$ cat src/rtl/dmacr_pkg.sv
// Shared constants and types for the DMA command and readback block
package dmacr_pkg;
    // Command group: bits 7, 1 and 0 set
    localparam logic [7:0] CMD_BASE_MASK = 8'h83;
    localparam logic [7:0] CMD_BASE = 8'h83;
    localparam logic [7:0] CMD_REINIT_STATUS = 8'h8b;
    localparam logic [7:0] CMD_MASK_FOLLOWS = 8'hbb;
    localparam logic [7:0] CMD_INIT_SEQ = 8'ha7;
    localparam logic [7:0] CMD_READ_STATUS = 8'hbf;
    localparam logic [7:0] CMD_FORCE_READY = 8'hb3;
    localparam logic [7:0] CMD_ENABLE_DMA = 8'h87;
    localparam logic [7:0] CMD_DISABLE_DMA = 8'h83;
    localparam logic [7:0] CMD_RESET = 8'hc3;
    localparam logic [7:0] CMD_LOAD = 8'hcf;
    localparam logic [7:0] CMD_CONTINUE = 8'hd3;
    localparam logic [7:0] CMD_RESET_DIS_INT = 8'ha3;

    // Readable register indices, in read order
    localparam int RD_REGS = 7;
    localparam logic [2:0] REG_STATUS_FLAGS = 3'h0;
    localparam logic [2:0] REG_BYTE_COUNT_LOW = 3'h1;
    localparam logic [2:0] REG_BYTE_COUNT_HIGH = 3'h2;
    localparam logic [2:0] REG_PORT_A_LOW = 3'h3;
    localparam logic [2:0] REG_PORT_A_HIGH = 3'h4;
    localparam logic [2:0] REG_PORT_B_LOW = 3'h5;
    localparam logic [2:0] REG_PORT_B_HIGH = 3'h6;
    localparam logic [2:0] REG_LAST = 3'h6;

    // Status byte field positions
    localparam int ST_REQUESTED = 0;
    localparam int ST_READY = 1;
    localparam int ST_INT_IDLE = 3;
    localparam int ST_NO_MATCH = 4;
    localparam int ST_NO_EOB = 5;

    // Reset values and counter step
    localparam logic [6:0] READ_MASK_RST = 7'h7f;
    localparam logic [15:0] COUNT_RST = 16'h0000;
    localparam logic [15:0] COUNT_STEP = 16'h0001;

    typedef enum logic {
        DMACR_SRC_SEQ = 1'b0,
        DMACR_SRC_STATUS = 1'b1
    } dmacr_src_t;

    // Same-clock events from the transfer engine
    typedef struct packed {
        logic eob;
        logic match;
        logic bus_req;
        logic bus_rel;
    } dmacr_evt_t;

    // Controls toward the transfer engine
    typedef struct packed {
        logic bus_en;
        logic force_rdy;
        logic ready_ok;
    } dmacr_ctl_t;

    // Decoded command byte, one-cycle strobe
    typedef struct packed {
        logic stb;
        logic [7:0] code;
    } dmacr_cmd_t;
endpackage

$ cat src/rtl/dmacr_core.sv
// Control-byte decoder and status/counter readback sequencer
//
// Functional notes
// RULE_01: Status reinit sets match and block bits.
// RULE_02: Bit 0 shows bus requested since load.
// RULE_03: Bit 1 shows ready at programmed polarity.
// RULE_04: Bit 3 is inverted interrupt pending latch.
// RULE_05: Bit 4 drops on match, reset restores.
// RULE_06: Bit 5 drops on end of block.
// RULE_07: Undefined status bits read zero.
// RULE_08: Load command clears bus-requested bit.
// RULE_09: Reset-disable-interrupts clears pending indication.
// RULE_10: Host disables before status reinit after stop.
// RULE_11: Mask-follows routes next byte to mask.
// RULE_12: Mask selects registers, ascending, skipping others.
// RULE_13: Initiate points at lowest selected register.
// RULE_14: Host finishes sequence before restarting it.
// RULE_15: Pointer held across other commands and cycles.
// RULE_16: Read-status makes next read the status.
// RULE_17: Forced ready substitutes in burst mode.
// RULE_18: Forced ready cleared by listed events.
// RULE_19: Enable only enables bus requests.
// RULE_20: Any other control byte disables requests.
// RULE_21: Disable stops requests until re-enabled.
// RULE_22: Host writes enable as final access.
// RULE_23: Registers 1..6 are counters, low first.
// RULE_24: Byte counter cleared only by commands.
`timescale 1ns/1ps
module dmacr_core (
    input wire logic ref_clk_i,
    input wire logic rst_i,
    input wire logic wr_stb_i,
    input wire logic [7:0] wr_data_i,
    input wire logic wr3_enable_i,
    input wire logic rd_stb_i,
    output logic [7:0] rd_data_o,
    input wire logic rdy_pin_i,
    input wire logic rdy_high_i,
    input wire logic burst_i,
    input wire logic ip_latch_i,
    input wire logic byte_inc_i,
    input wire dmacr_pkg::dmacr_evt_t evt_i,
    input wire logic [15:0] port_a_addr_i,
    input wire logic [15:0] port_b_addr_i,
    output dmacr_pkg::dmacr_ctl_t ctl_o,
    output dmacr_pkg::dmacr_cmd_t cmd_o,
    output logic [15:0] byte_count_o
);
    import dmacr_pkg::*;

    typedef struct packed {
        logic rdy_s1;
        logic rdy_s2;
        logic req_seen;
        logic no_match;
        logic no_eob;
        logic force_rdy;
        logic bus_en;
        logic mask_wait;
        logic [6:0] mask;
        logic [2:0] ptr;
        dmacr_src_t src;
        logic [7:0] rd_data;
        logic cmd_stb;
        logic [7:0] cmd_code;
    } dmacr_state_t;

    localparam dmacr_state_t STATE_RST = '{
        rdy_s1: 1'b0,
        rdy_s2: 1'b0,
        req_seen: 1'b0,
        no_match: 1'b1,
        no_eob: 1'b1,
        force_rdy: 1'b0,
        bus_en: 1'b0,
        mask_wait: 1'b0,
        mask: READ_MASK_RST,
        ptr: REG_STATUS_FLAGS,
        src: DMACR_SRC_SEQ,
        rd_data: 8'h00,
        cmd_stb: 1'b0,
        cmd_code: 8'h00
    };

    dmacr_state_t q, d;
    logic cnt_clr;
    logic [15:0] count_w;
    logic rdy_act;
    logic [7:0] status_w;
    logic is_cmd;

    // RULE_12: next selected register, wrapping
    function automatic logic [2:0] next_sel(input logic [6:0] m, input logic [2:0] cur);
        logic [2:0] r;
        logic [2:0] j;
        logic found;
        r = cur;
        j = cur;
        found = 1'b0;
        for (int i = 0; i < RD_REGS; i++) begin
            j = (j == REG_LAST) ? REG_STATUS_FLAGS : j + 3'h1;
            if (!found && m[j]) begin
                r = j;
                found = 1'b1;
            end
        end
        return r;
    endfunction

    // RULE_13: lowest selected register
    function automatic logic [2:0] first_sel(input logic [6:0] m);
        return next_sel(m, REG_LAST);
    endfunction

    dmacr_byte_counter u_count (
        .ref_clk_i(ref_clk_i),
        .rst_i(rst_i),
        .clr_i(cnt_clr),
        .inc_i(byte_inc_i),
        .count_o(count_w)
    );

    // RULE_03: synchronised pin against polarity
    assign rdy_act = (q.rdy_s2 == rdy_high_i);

    // RULE_07: undefined bits tied low
    always_comb begin
        status_w = 8'h00;
        // RULE_02: bus requested since load
        status_w[ST_REQUESTED] = q.req_seen;
        status_w[ST_READY] = rdy_act;
        // RULE_04: pending latch inverted
        status_w[ST_INT_IDLE] = !ip_latch_i;
        status_w[ST_NO_MATCH] = q.no_match;
        status_w[ST_NO_EOB] = q.no_eob;
    end

    // A mask byte or an enabling third-group byte is never a command
    assign is_cmd = wr_stb_i && !q.mask_wait && !wr3_enable_i
        && ((wr_data_i & CMD_BASE_MASK) == CMD_BASE);

    // RULE_23: readable register map
    function automatic logic [7:0] reg_byte(input logic [2:0] idx, input logic [7:0] st,
                                            input logic [15:0] bc, input logic [15:0] pa,
                                            input logic [15:0] pb);
        logic [7:0] v;
        v = 8'h00;
        case (idx)
            REG_STATUS_FLAGS: v = st;
            REG_BYTE_COUNT_LOW: v = bc[7:0];
            REG_BYTE_COUNT_HIGH: v = bc[15:8];
            REG_PORT_A_LOW: v = pa[7:0];
            REG_PORT_A_HIGH: v = pa[15:8];
            REG_PORT_B_LOW: v = pb[7:0];
            REG_PORT_B_HIGH: v = pb[15:8];
            default: v = 8'h00;
        endcase
        return v;
    endfunction

    always_comb begin
        d = q;
        cnt_clr = 1'b0;
        d.cmd_stb = 1'b0;
        d.rdy_s1 = rdy_pin_i;
        d.rdy_s2 = q.rdy_s1;

        // Reads go first so a command in the same cycle wins
        if (rd_stb_i) begin
            unique case (q.src)
                DMACR_SRC_STATUS: begin
                    // RULE_16: one status read, then back to sequence
                    d.rd_data = status_w;
                    d.src = DMACR_SRC_SEQ;
                end
                DMACR_SRC_SEQ: begin
                    // RULE_12: return selected, step to next
                    d.rd_data = q.mask[q.ptr]
                        ? reg_byte(q.ptr, status_w, count_w, port_a_addr_i, port_b_addr_i)
                        : 8'h00;
                    d.ptr = next_sel(q.mask, q.ptr);
                end
            endcase
        end

        if (wr_stb_i) begin
            // RULE_20: every control byte except the enabling ones disables requests
            d.bus_en = 1'b0;
            if (q.mask_wait) begin
                // RULE_11: byte lands in read mask
                d.mask = wr_data_i[6:0];
                d.mask_wait = 1'b0;
            end else if (wr3_enable_i) begin
                // RULE_19: third-group enabling bit
                d.bus_en = 1'b1;
            end else if (is_cmd) begin
                d.cmd_stb = 1'b1;
                d.cmd_code = wr_data_i;
                // RULE_15: of the commands, only initiate-sequence moves the pointer
                case (wr_data_i)
                    CMD_REINIT_STATUS: begin
                        // RULE_01: bits 4 and 5 to one
                        d.no_match = 1'b1;
                        d.no_eob = 1'b1;
                    end
                    CMD_MASK_FOLLOWS: begin
                        d.mask_wait = 1'b1;
                    end
                    CMD_INIT_SEQ: begin
                        // RULE_13: point at lowest selected
                        d.ptr = first_sel(q.mask);
                        d.src = DMACR_SRC_SEQ;
                    end
                    CMD_READ_STATUS: begin
                        d.src = DMACR_SRC_STATUS;
                    end
                    CMD_FORCE_READY: begin
                        d.force_rdy = 1'b1;
                    end
                    CMD_ENABLE_DMA: begin
                        // RULE_19: enable touches nothing else
                        d.bus_en = 1'b1;
                    end
                    CMD_RESET: begin
                        // RULE_18: reset unforces ready
                        d.no_match = 1'b1;
                        d.no_eob = 1'b1;
                        d.force_rdy = 1'b0;
                        cnt_clr = 1'b1;
                    end
                    CMD_LOAD: begin
                        // RULE_08: load clears bus-requested bit
                        d.req_seen = 1'b0;
                        d.no_eob = 1'b1;
                        d.force_rdy = 1'b0;
                        cnt_clr = 1'b1;
                    end
                    CMD_CONTINUE: begin
                        d.no_eob = 1'b1;
                        cnt_clr = 1'b1;
                    end
                    CMD_RESET_DIS_INT: begin
                        // RULE_09: pending latch cleared via strobe
                        d.force_rdy = 1'b0;
                    end
                    // RULE_21: disable and others just leave requests off
                    default: begin
                    end
                endcase
            end
        end

        // Hardware events last, so an event beats a same-cycle command
        // RULE_05: match found
        if (evt_i.match) begin
            d.no_match = 1'b0;
            d.force_rdy = 1'b0;
        end
        // RULE_06: end of block reached
        if (evt_i.eob) begin
            d.no_eob = 1'b0;
            d.force_rdy = 1'b0;
        end
        // RULE_02: bus requested
        if (evt_i.bus_req) begin
            d.req_seen = 1'b1;
        end
        // RULE_18: bus release unforces ready in every mode
        if (evt_i.bus_rel) begin
            d.force_rdy = 1'b0;
        end
    end

    always_ff @(posedge ref_clk_i or posedge rst_i) begin
        if (rst_i) begin
            q <= STATE_RST;
        end else begin
            q <= d;
        end
    end

    assign rd_data_o = q.rd_data;
    assign cmd_o = '{stb: q.cmd_stb, code: q.cmd_code};
    assign byte_count_o = count_w;
    // RULE_17: forced ready only counts in burst mode
    assign ctl_o = '{bus_en: q.bus_en, force_rdy: q.force_rdy,
                     ready_ok: rdy_act || (q.force_rdy && burst_i)};
endmodule

$ cat src/rtl/dmacr_byte_counter.sv
// Sixteen-bit transfer byte counter with command clear
`timescale 1ns/1ps
module dmacr_byte_counter (
    input wire logic ref_clk_i,
    input wire logic rst_i,
    input wire logic clr_i,
    input wire logic inc_i,
    output logic [15:0] count_o
);
    import dmacr_pkg::*;

    typedef struct packed {
        logic [15:0] cnt;
    } dmacr_cnt_state_t;

    dmacr_cnt_state_t q, d;

    always_comb begin
        d = q;
        // RULE_24: clear by commands only
        if (clr_i) begin
            d.cnt = COUNT_RST;
        end else if (inc_i) begin
            d.cnt = q.cnt + COUNT_STEP;
        end
    end

    always_ff @(posedge ref_clk_i or posedge rst_i) begin
        if (rst_i) begin
            q <= '{cnt: COUNT_RST};
        end else begin
            q <= d;
        end
    end

    assign count_o = q.cnt;
endmodule

$ cat config.mk
export PLATFORM = sky130hd
export DESIGN_NAME = dmacr_core
export DESIGN_NICKNAME = d
export VERILOG_FILES = /design/src/rtl/dmacr_pkg.sv /design/src/rtl/dmacr_core.sv /design/src/rtl/dmacr_byte_counter.sv
export SDC_FILE = /design/constraint.sdc
export NUM_CORES = 1
export LEC_CHECK = 0
export BUFFER_PORTS_ARGS = -buffer_cell sky130_fd_sc_hd__buf_2
export CAP_MARGIN = 25
export CORE_MARGIN = 2
export CORE_UTILIZATION = 55
export CTS_BUF_LIST = sky130_fd_sc_hd__clkbuf_4 sky130_fd_sc_hd__clkbuf_8
export DETAILED_ROUTE_END_ITERATION = 6
export GPL_TIMING_DRIVEN = 0
export PLACE_DENSITY = 0.84
export SYNTH_ARGS = -nofsm -noshare
export SYNTH_HDL_FRONTEND = slang
export SYNTH_HIERARCHICAL = 1
export SYNTH_SLANG_ARGS = --single-unit
$ cat constraint.sdc
create_clock -name ref_clk_i -period 4.95 [get_ports ref_clk_i]
set_input_delay 0.495 -clock ref_clk_i [delete_from_list [all_inputs] [get_ports ref_clk_i]]
set_output_delay 0.495 -clock ref_clk_i [all_outputs]
set_load 0.02 [all_outputs]
Word level (Yosys, flattened, before mapping). Index checks and enable logic that the tools add are counted.

Register bits after elaboration: 52. Latch bits: 0. Memory bits (writable): 0. Bits in read-only memories: 0. Output and inout bits: 36. Logic and storage cells: 253. Memories kept: 0.

Add/subtract/negate cells: 8. Multiply operators: 0. Divide/modulo/power cells: 0. Magnitude comparators: 8. Equality and inequality tests: 32. Shift-type cells: 0. Multiplexer cells: 131. Bitwise operators: 3. Reductions and logical operators: 56.

Operators with widths (number): $eq 8x8->1 const B (10); $mux 1 (79); $mux 3 (23); $pmux 8 s7 (1); $mux 9 (4); $lt 3x4->1 const B (8); $mux 16 (2); $eq 3x3->1 const B (10); $bmux 1 s3 (8); $add 3x1->3 const B (7); $reduce_and 5->1 (4); $reduce_bool 2->1 (10); $mux 17 (1); $add 16x1->16 const B (1); $logic_and 1x1->1 (16); $mux 4 (4); $pmux 8 s2 (1); $logic_not 1->1 (15); $mux 12 (1); $mux 8 (1); $reduce_bool 4->1 (2); $mux 7 (1); $eq 3x2->1 const B (2); $mux 6 (1); 18 further kinds (26).

Depth between registers and ports, before layout.
Depth after elaboration: 59. Mapped depth: 15.

Hierarchy. The synthesis kept the hierarchy.

Modules (own cells, without submodules): dmacr_core (instances 1, cells an instance 438, area each 3410.8 µm², sequential area each 912.1 µm²); dmacr_byte_counter (instances 1, cells an instance 82, area each 808.3 µm², sequential area each 400.4 µm²).

Least setup slack after synthesis. No wires, ideal clock.

Kind: register -> register. Start point: register q[20] in the netlist's numbering. End point: register q[20] in the netlist's numbering. Data arrival time: 3.079 ns. Setup slack: 1.800 ns. Cell stages (with the launch flop): 15. Buffers on the path: 3. Period minus slack after synthesis: 3.150 ns. Cells stage by stage: dfrtp_1 -> buf_2 -> inv_1 -> clkbuf_1 -> ha_1 -> nand2b_1 -> buf_2 -> a32oi_1 -> a21boi_2 -> o221ai_2 -> nor3b_4 -> nand3_2 -> a211o_1 -> o2111a_1 -> nor2_1.

RTL lines: start, declared (line dmacr_core.sv:85) `dmacr_state_t q, d;`; start signal, assigned (line dmacr_core.sv:276) `q <= STATE_RST;`; start signal, assigned (line dmacr_core.sv:278) `q <= d;`.

==> impl_metrics.tcl <==
set metrics [dict create \
    outcome "finished, final reports clean" \
    core_um2 7330 \
    syn-num-nets 576 \
    power_density_nw_per_um2 606 \
    drtPass1Iterations 6 \
    fmaxAchievable_mhz 244 \
    path_common_cell "buf_2" \
    crit_path_max_fanout 10 \
    grt_pass1_wl_um 22500 \
    seq_area_um2 1310 \
    dr_wl_met3_um 1320 \
    wl_met2_um 6330 \
    root_buffer "clkbuf_8" \
    fin_skew_ns 0.00316 \
    hold_buffers 0 \
    dp_hpwl_um 10300 \
    gp_congestion 1.00 \
    yosysSeqAreaShare_pct 31.1 \
    crit_type "register to register" \
    cp.required_ns 5.14 \
    grt_use_total_pct 33.6 \
    die_area_um2 8390 \
    critPathBufInv 4 \
    synth.distinct_cells 80 \
    drt-total-wl_um 14000 \
    final.min_clock_period_ns 4.10 \
    final_cell_area_um2 4940 \
    drtIter0Drc 610 \
    drv_slew 0 \
    num_rows 31 \
    yosysWarnings 6 \
    drc 0 \
    ctsResizeCount 0 \
    avgSynthCellArea_um2 8.11 \
    yosys.area_share.xor_xnor_pct 3.29 \
    avgViaCountPerCell 6.51 \
    synth_seq_cells 52 \
    postSynthCellCount 520 \
    top_layer_used "met4" \
    synth_compound_area_share_pct 24.1 \
    setup_viol_count_final 0 \
    ant_nets 0 \
    grt_overflow 0 \
    finalHoldViolCount 0 \
    power.leakage_nw 2.15 \
    yosys.area_share.simple_pct 23.3 \
    clock_sinks 52 \
    synthAdderAreaFrac_pct 0.593 \
    num-nets-final 670 \
    clk_pin_slew_ns 0.10 \
    clock_path_buffers 2 \
    worstSetupStartpointType "register" \
    synth-edff-count 0 \
    synth_area_um2 4220 \
    setup_tns_ns 0 \
    antenna_cells 0 \
    max-vdd-ir-drop_mv 0.280 \
    synth_mux_area_share_pct 7.92 \
    cts_tree "yes" \
    slowest_stage "clkbuf_1" \
    hp-class "primary input to asynchronous set/reset pin" \
    numCtsBuffers 5 \
    critPathMaxStageDelay_ns 0.54 \
    crit_chain "buf_2, inv_1, clkbuf_1, ha_1, nand2b_1, buf_2, a32oi_1, a21boi_2, o221ai_2, nor2_2, nand3_1, and3_1, o211ai_1, a21oi_1" \
    initial_core_util_pct 57.6 \
    place_area_um2 4820 \
    critical-path-top-delay-family "compound AO/OA/AOI/OAI gates" \
    cp-end-kind "register" \
    drive_above_1_share_pct 28.3 \
    die_height_um 91.6 \
    die_width_um 91.6 \
    drt-met1-wl_um 5590 \
    clk_latency_ns 0.31 \
    grt_pass1_vias 4468 \
    via_count 4649 \
    post-cts-setup-buffers 0 \
    final_cells 714 \
    dp_cells 705 \
    multiInputGateArea_um2 2490 \
    fill_cells 586 \
    grt_max_degree 22 \
    synthFlopType "dfrtp_1" \
    relSlewSlack_pct 52.7 \
    wl_per_cell_um 19.5 \
    rsz0062_at_grt "false" \
    min_period_over_period_pct 82.9 \
    pin_count 90 \
    antenna_found_initial 0 \
    h-tree-depth 2 \
    port-buffer-count 84 \
    arrival_ns 4.30 \
    synth_top_family_by_area "compound AO/OA/AOI/OAI gates" \
    ys_async_sr_fraction_pct 100 \
    area_growth_pct 17.2 \
    drv_cap 0 \
    worst_slew_pin_slew_ns 0.707 \
]
## per-layer routing
layer  up-vias  track usage (%)
li1       2044                -
met1      2210             44.7
met2       330             53.6
met3        65             4.07
met4         0             17.4
met5         -                0
## cells in the mapped netlist (all sizes together), types with 3 or more instances
cell type / count / area [um^2]
nand3: 27 / 140
o21ai: 39 / 199
o22ai: 7 / 43.8
dfrtp: 43 / 1080
a21boi: 4 / 33.8
clkbuf: 16 / 60.1
nor2: 55 / 209
xor2: 6 / 60.1
buf: 42 / 274
a32oi: 4 / 42.6
a221oi: 10 / 93.8
nand2b: 11 / 71.3
mux2i: 12 / 120
and3: 4 / 25.0
or3: 3 / 18.8
mux2: 15 / 169
nand2: 40 / 150
o211ai: 7 / 52.6
xnor2: 9 / 78.8
a21oi: 44 / 231
dfstp: 9 / 236
o31ai: 4 / 30.0
and2: 3 / 21.3
or2: 5 / 31.3
nor2b: 11 / 68.8
a22oi: 5 / 37.5
nand4: 6 / 52.6
inv: 21 / 78.8
nor3b: 4 / 46.3
nor3: 12 / 60.1
## per-stage QoR
stage / util (%) / total power, W / hold slack [ns] / setup WS [ns]
4_1_cts: 67.4 / 0.00292 / 0.239 / 1.03
3_5_place_dp: 65.7 / 0.00260 / 0.337 / 1.06
3_3_place_gp: 65.0 / 0.00256 / 0.334 / 1.05
2_1_floorplan: - / 0.00208 / 0.331 / 1.80
6_report: 67.5 / 0.00300 / 0.237 / 0.845
5_1_grt: 67.5 / 0.00318 / 0.261 / 0.736
## path summary, 6_finish.rpt
path,end,cells after the start,from,slack (ns)
min reg2reg,q[34],0,d[34],0.36
min,rd_data_o[7],3,rst_i,0.24
max reg2reg,q[18],14,q[20],0.85
min in group ref_clk_i,d[34],1,rdy_pin_i,0.28
max in group asynchronous,u_count/count_o[2],2,rst_i,4.22
max,q[18],14,q[20],0.85
## state kept, by name (all words and copies together) (netlist names)
signal,cells
d,1
q,16
cmd_o,9
u_count/count_o,16
rd_data_o,8
ctl_o,2
## cell families (layout without fill, tap and decap cells)
group           after synthesis  after routing
xor+xnor                     15             15
flops                        52             52
simple gates                192            192
compound gates              151            151
fa+ha+maj                     2              2
buf+inv                      79            174
mux                          29             29
## layout make-up
cell class,count,area share (%)
Clock buffer,6,1.67
Inverter,21,1.59
Timing Repair Buffer,87,9.72
Sequential cell,52,26.5
Tap cell,99,2.51
Buffer,58,6.76
Clock inverter,2,0.784
Multi-Input combinational cell,389,50.4
## worst register-to-register path, stage by stage, from the launching register on
cell and delay [ns]:
dfrtp_1 0.38, buf_2 0.18, inv_1 0.22, clkbuf_1 0.54
ha_1 0.40, nand2b_1 0.16, buf_2 0.20, a32oi_1 0.34
a21boi_2 0.26, o221ai_2 0.21, nor2_2 0.29, nand3_1 0.26
and3_1 0.24, o211ai_1 0.23, a21oi_1 0.11
## cells in the final DEF (no fill, tap or decap), types with 3 or more instances in the layout
cell      count
a21oi_1      43
a221oi_1      9
a22oi_1       5
a32oi_1       3
and3_1        4
buf_1         7
buf_2        97
buf_4        19
buf_6         4
clkbuf_1     16
clkbuf_8      6
dfrtp_1      43
dfstp_2       9
inv_1        20
mux2_2       15
mux2i_1      12
nand2_1      40
nand2b_1     10
nand3_1      26
nand4_1       5
nor2_1       54
nor2b_1      11
nor3_1       12
o211ai_1      7
o21ai_0      34
o21ai_1       4
o22ai_1       7
o31ai_1       4
or2_1         3
or3_1         3
xnor2_1       9
xor2_1        5
## power breakdown
group | internal (W) | switching [W] | total [W] | leakage (nW)
sequential | 0.000518 | 0.000114 | 0.000631 | 0.627
combinational | 0.000782 | 0.00127 | 0.00205 | 1.46
clock | 0.000166 | 0.000150 | 0.000315 | 0.0614
total | 0.00147 | 0.00153 | 0.00300 | 2.15
Power figures use the tool's default switching activity.
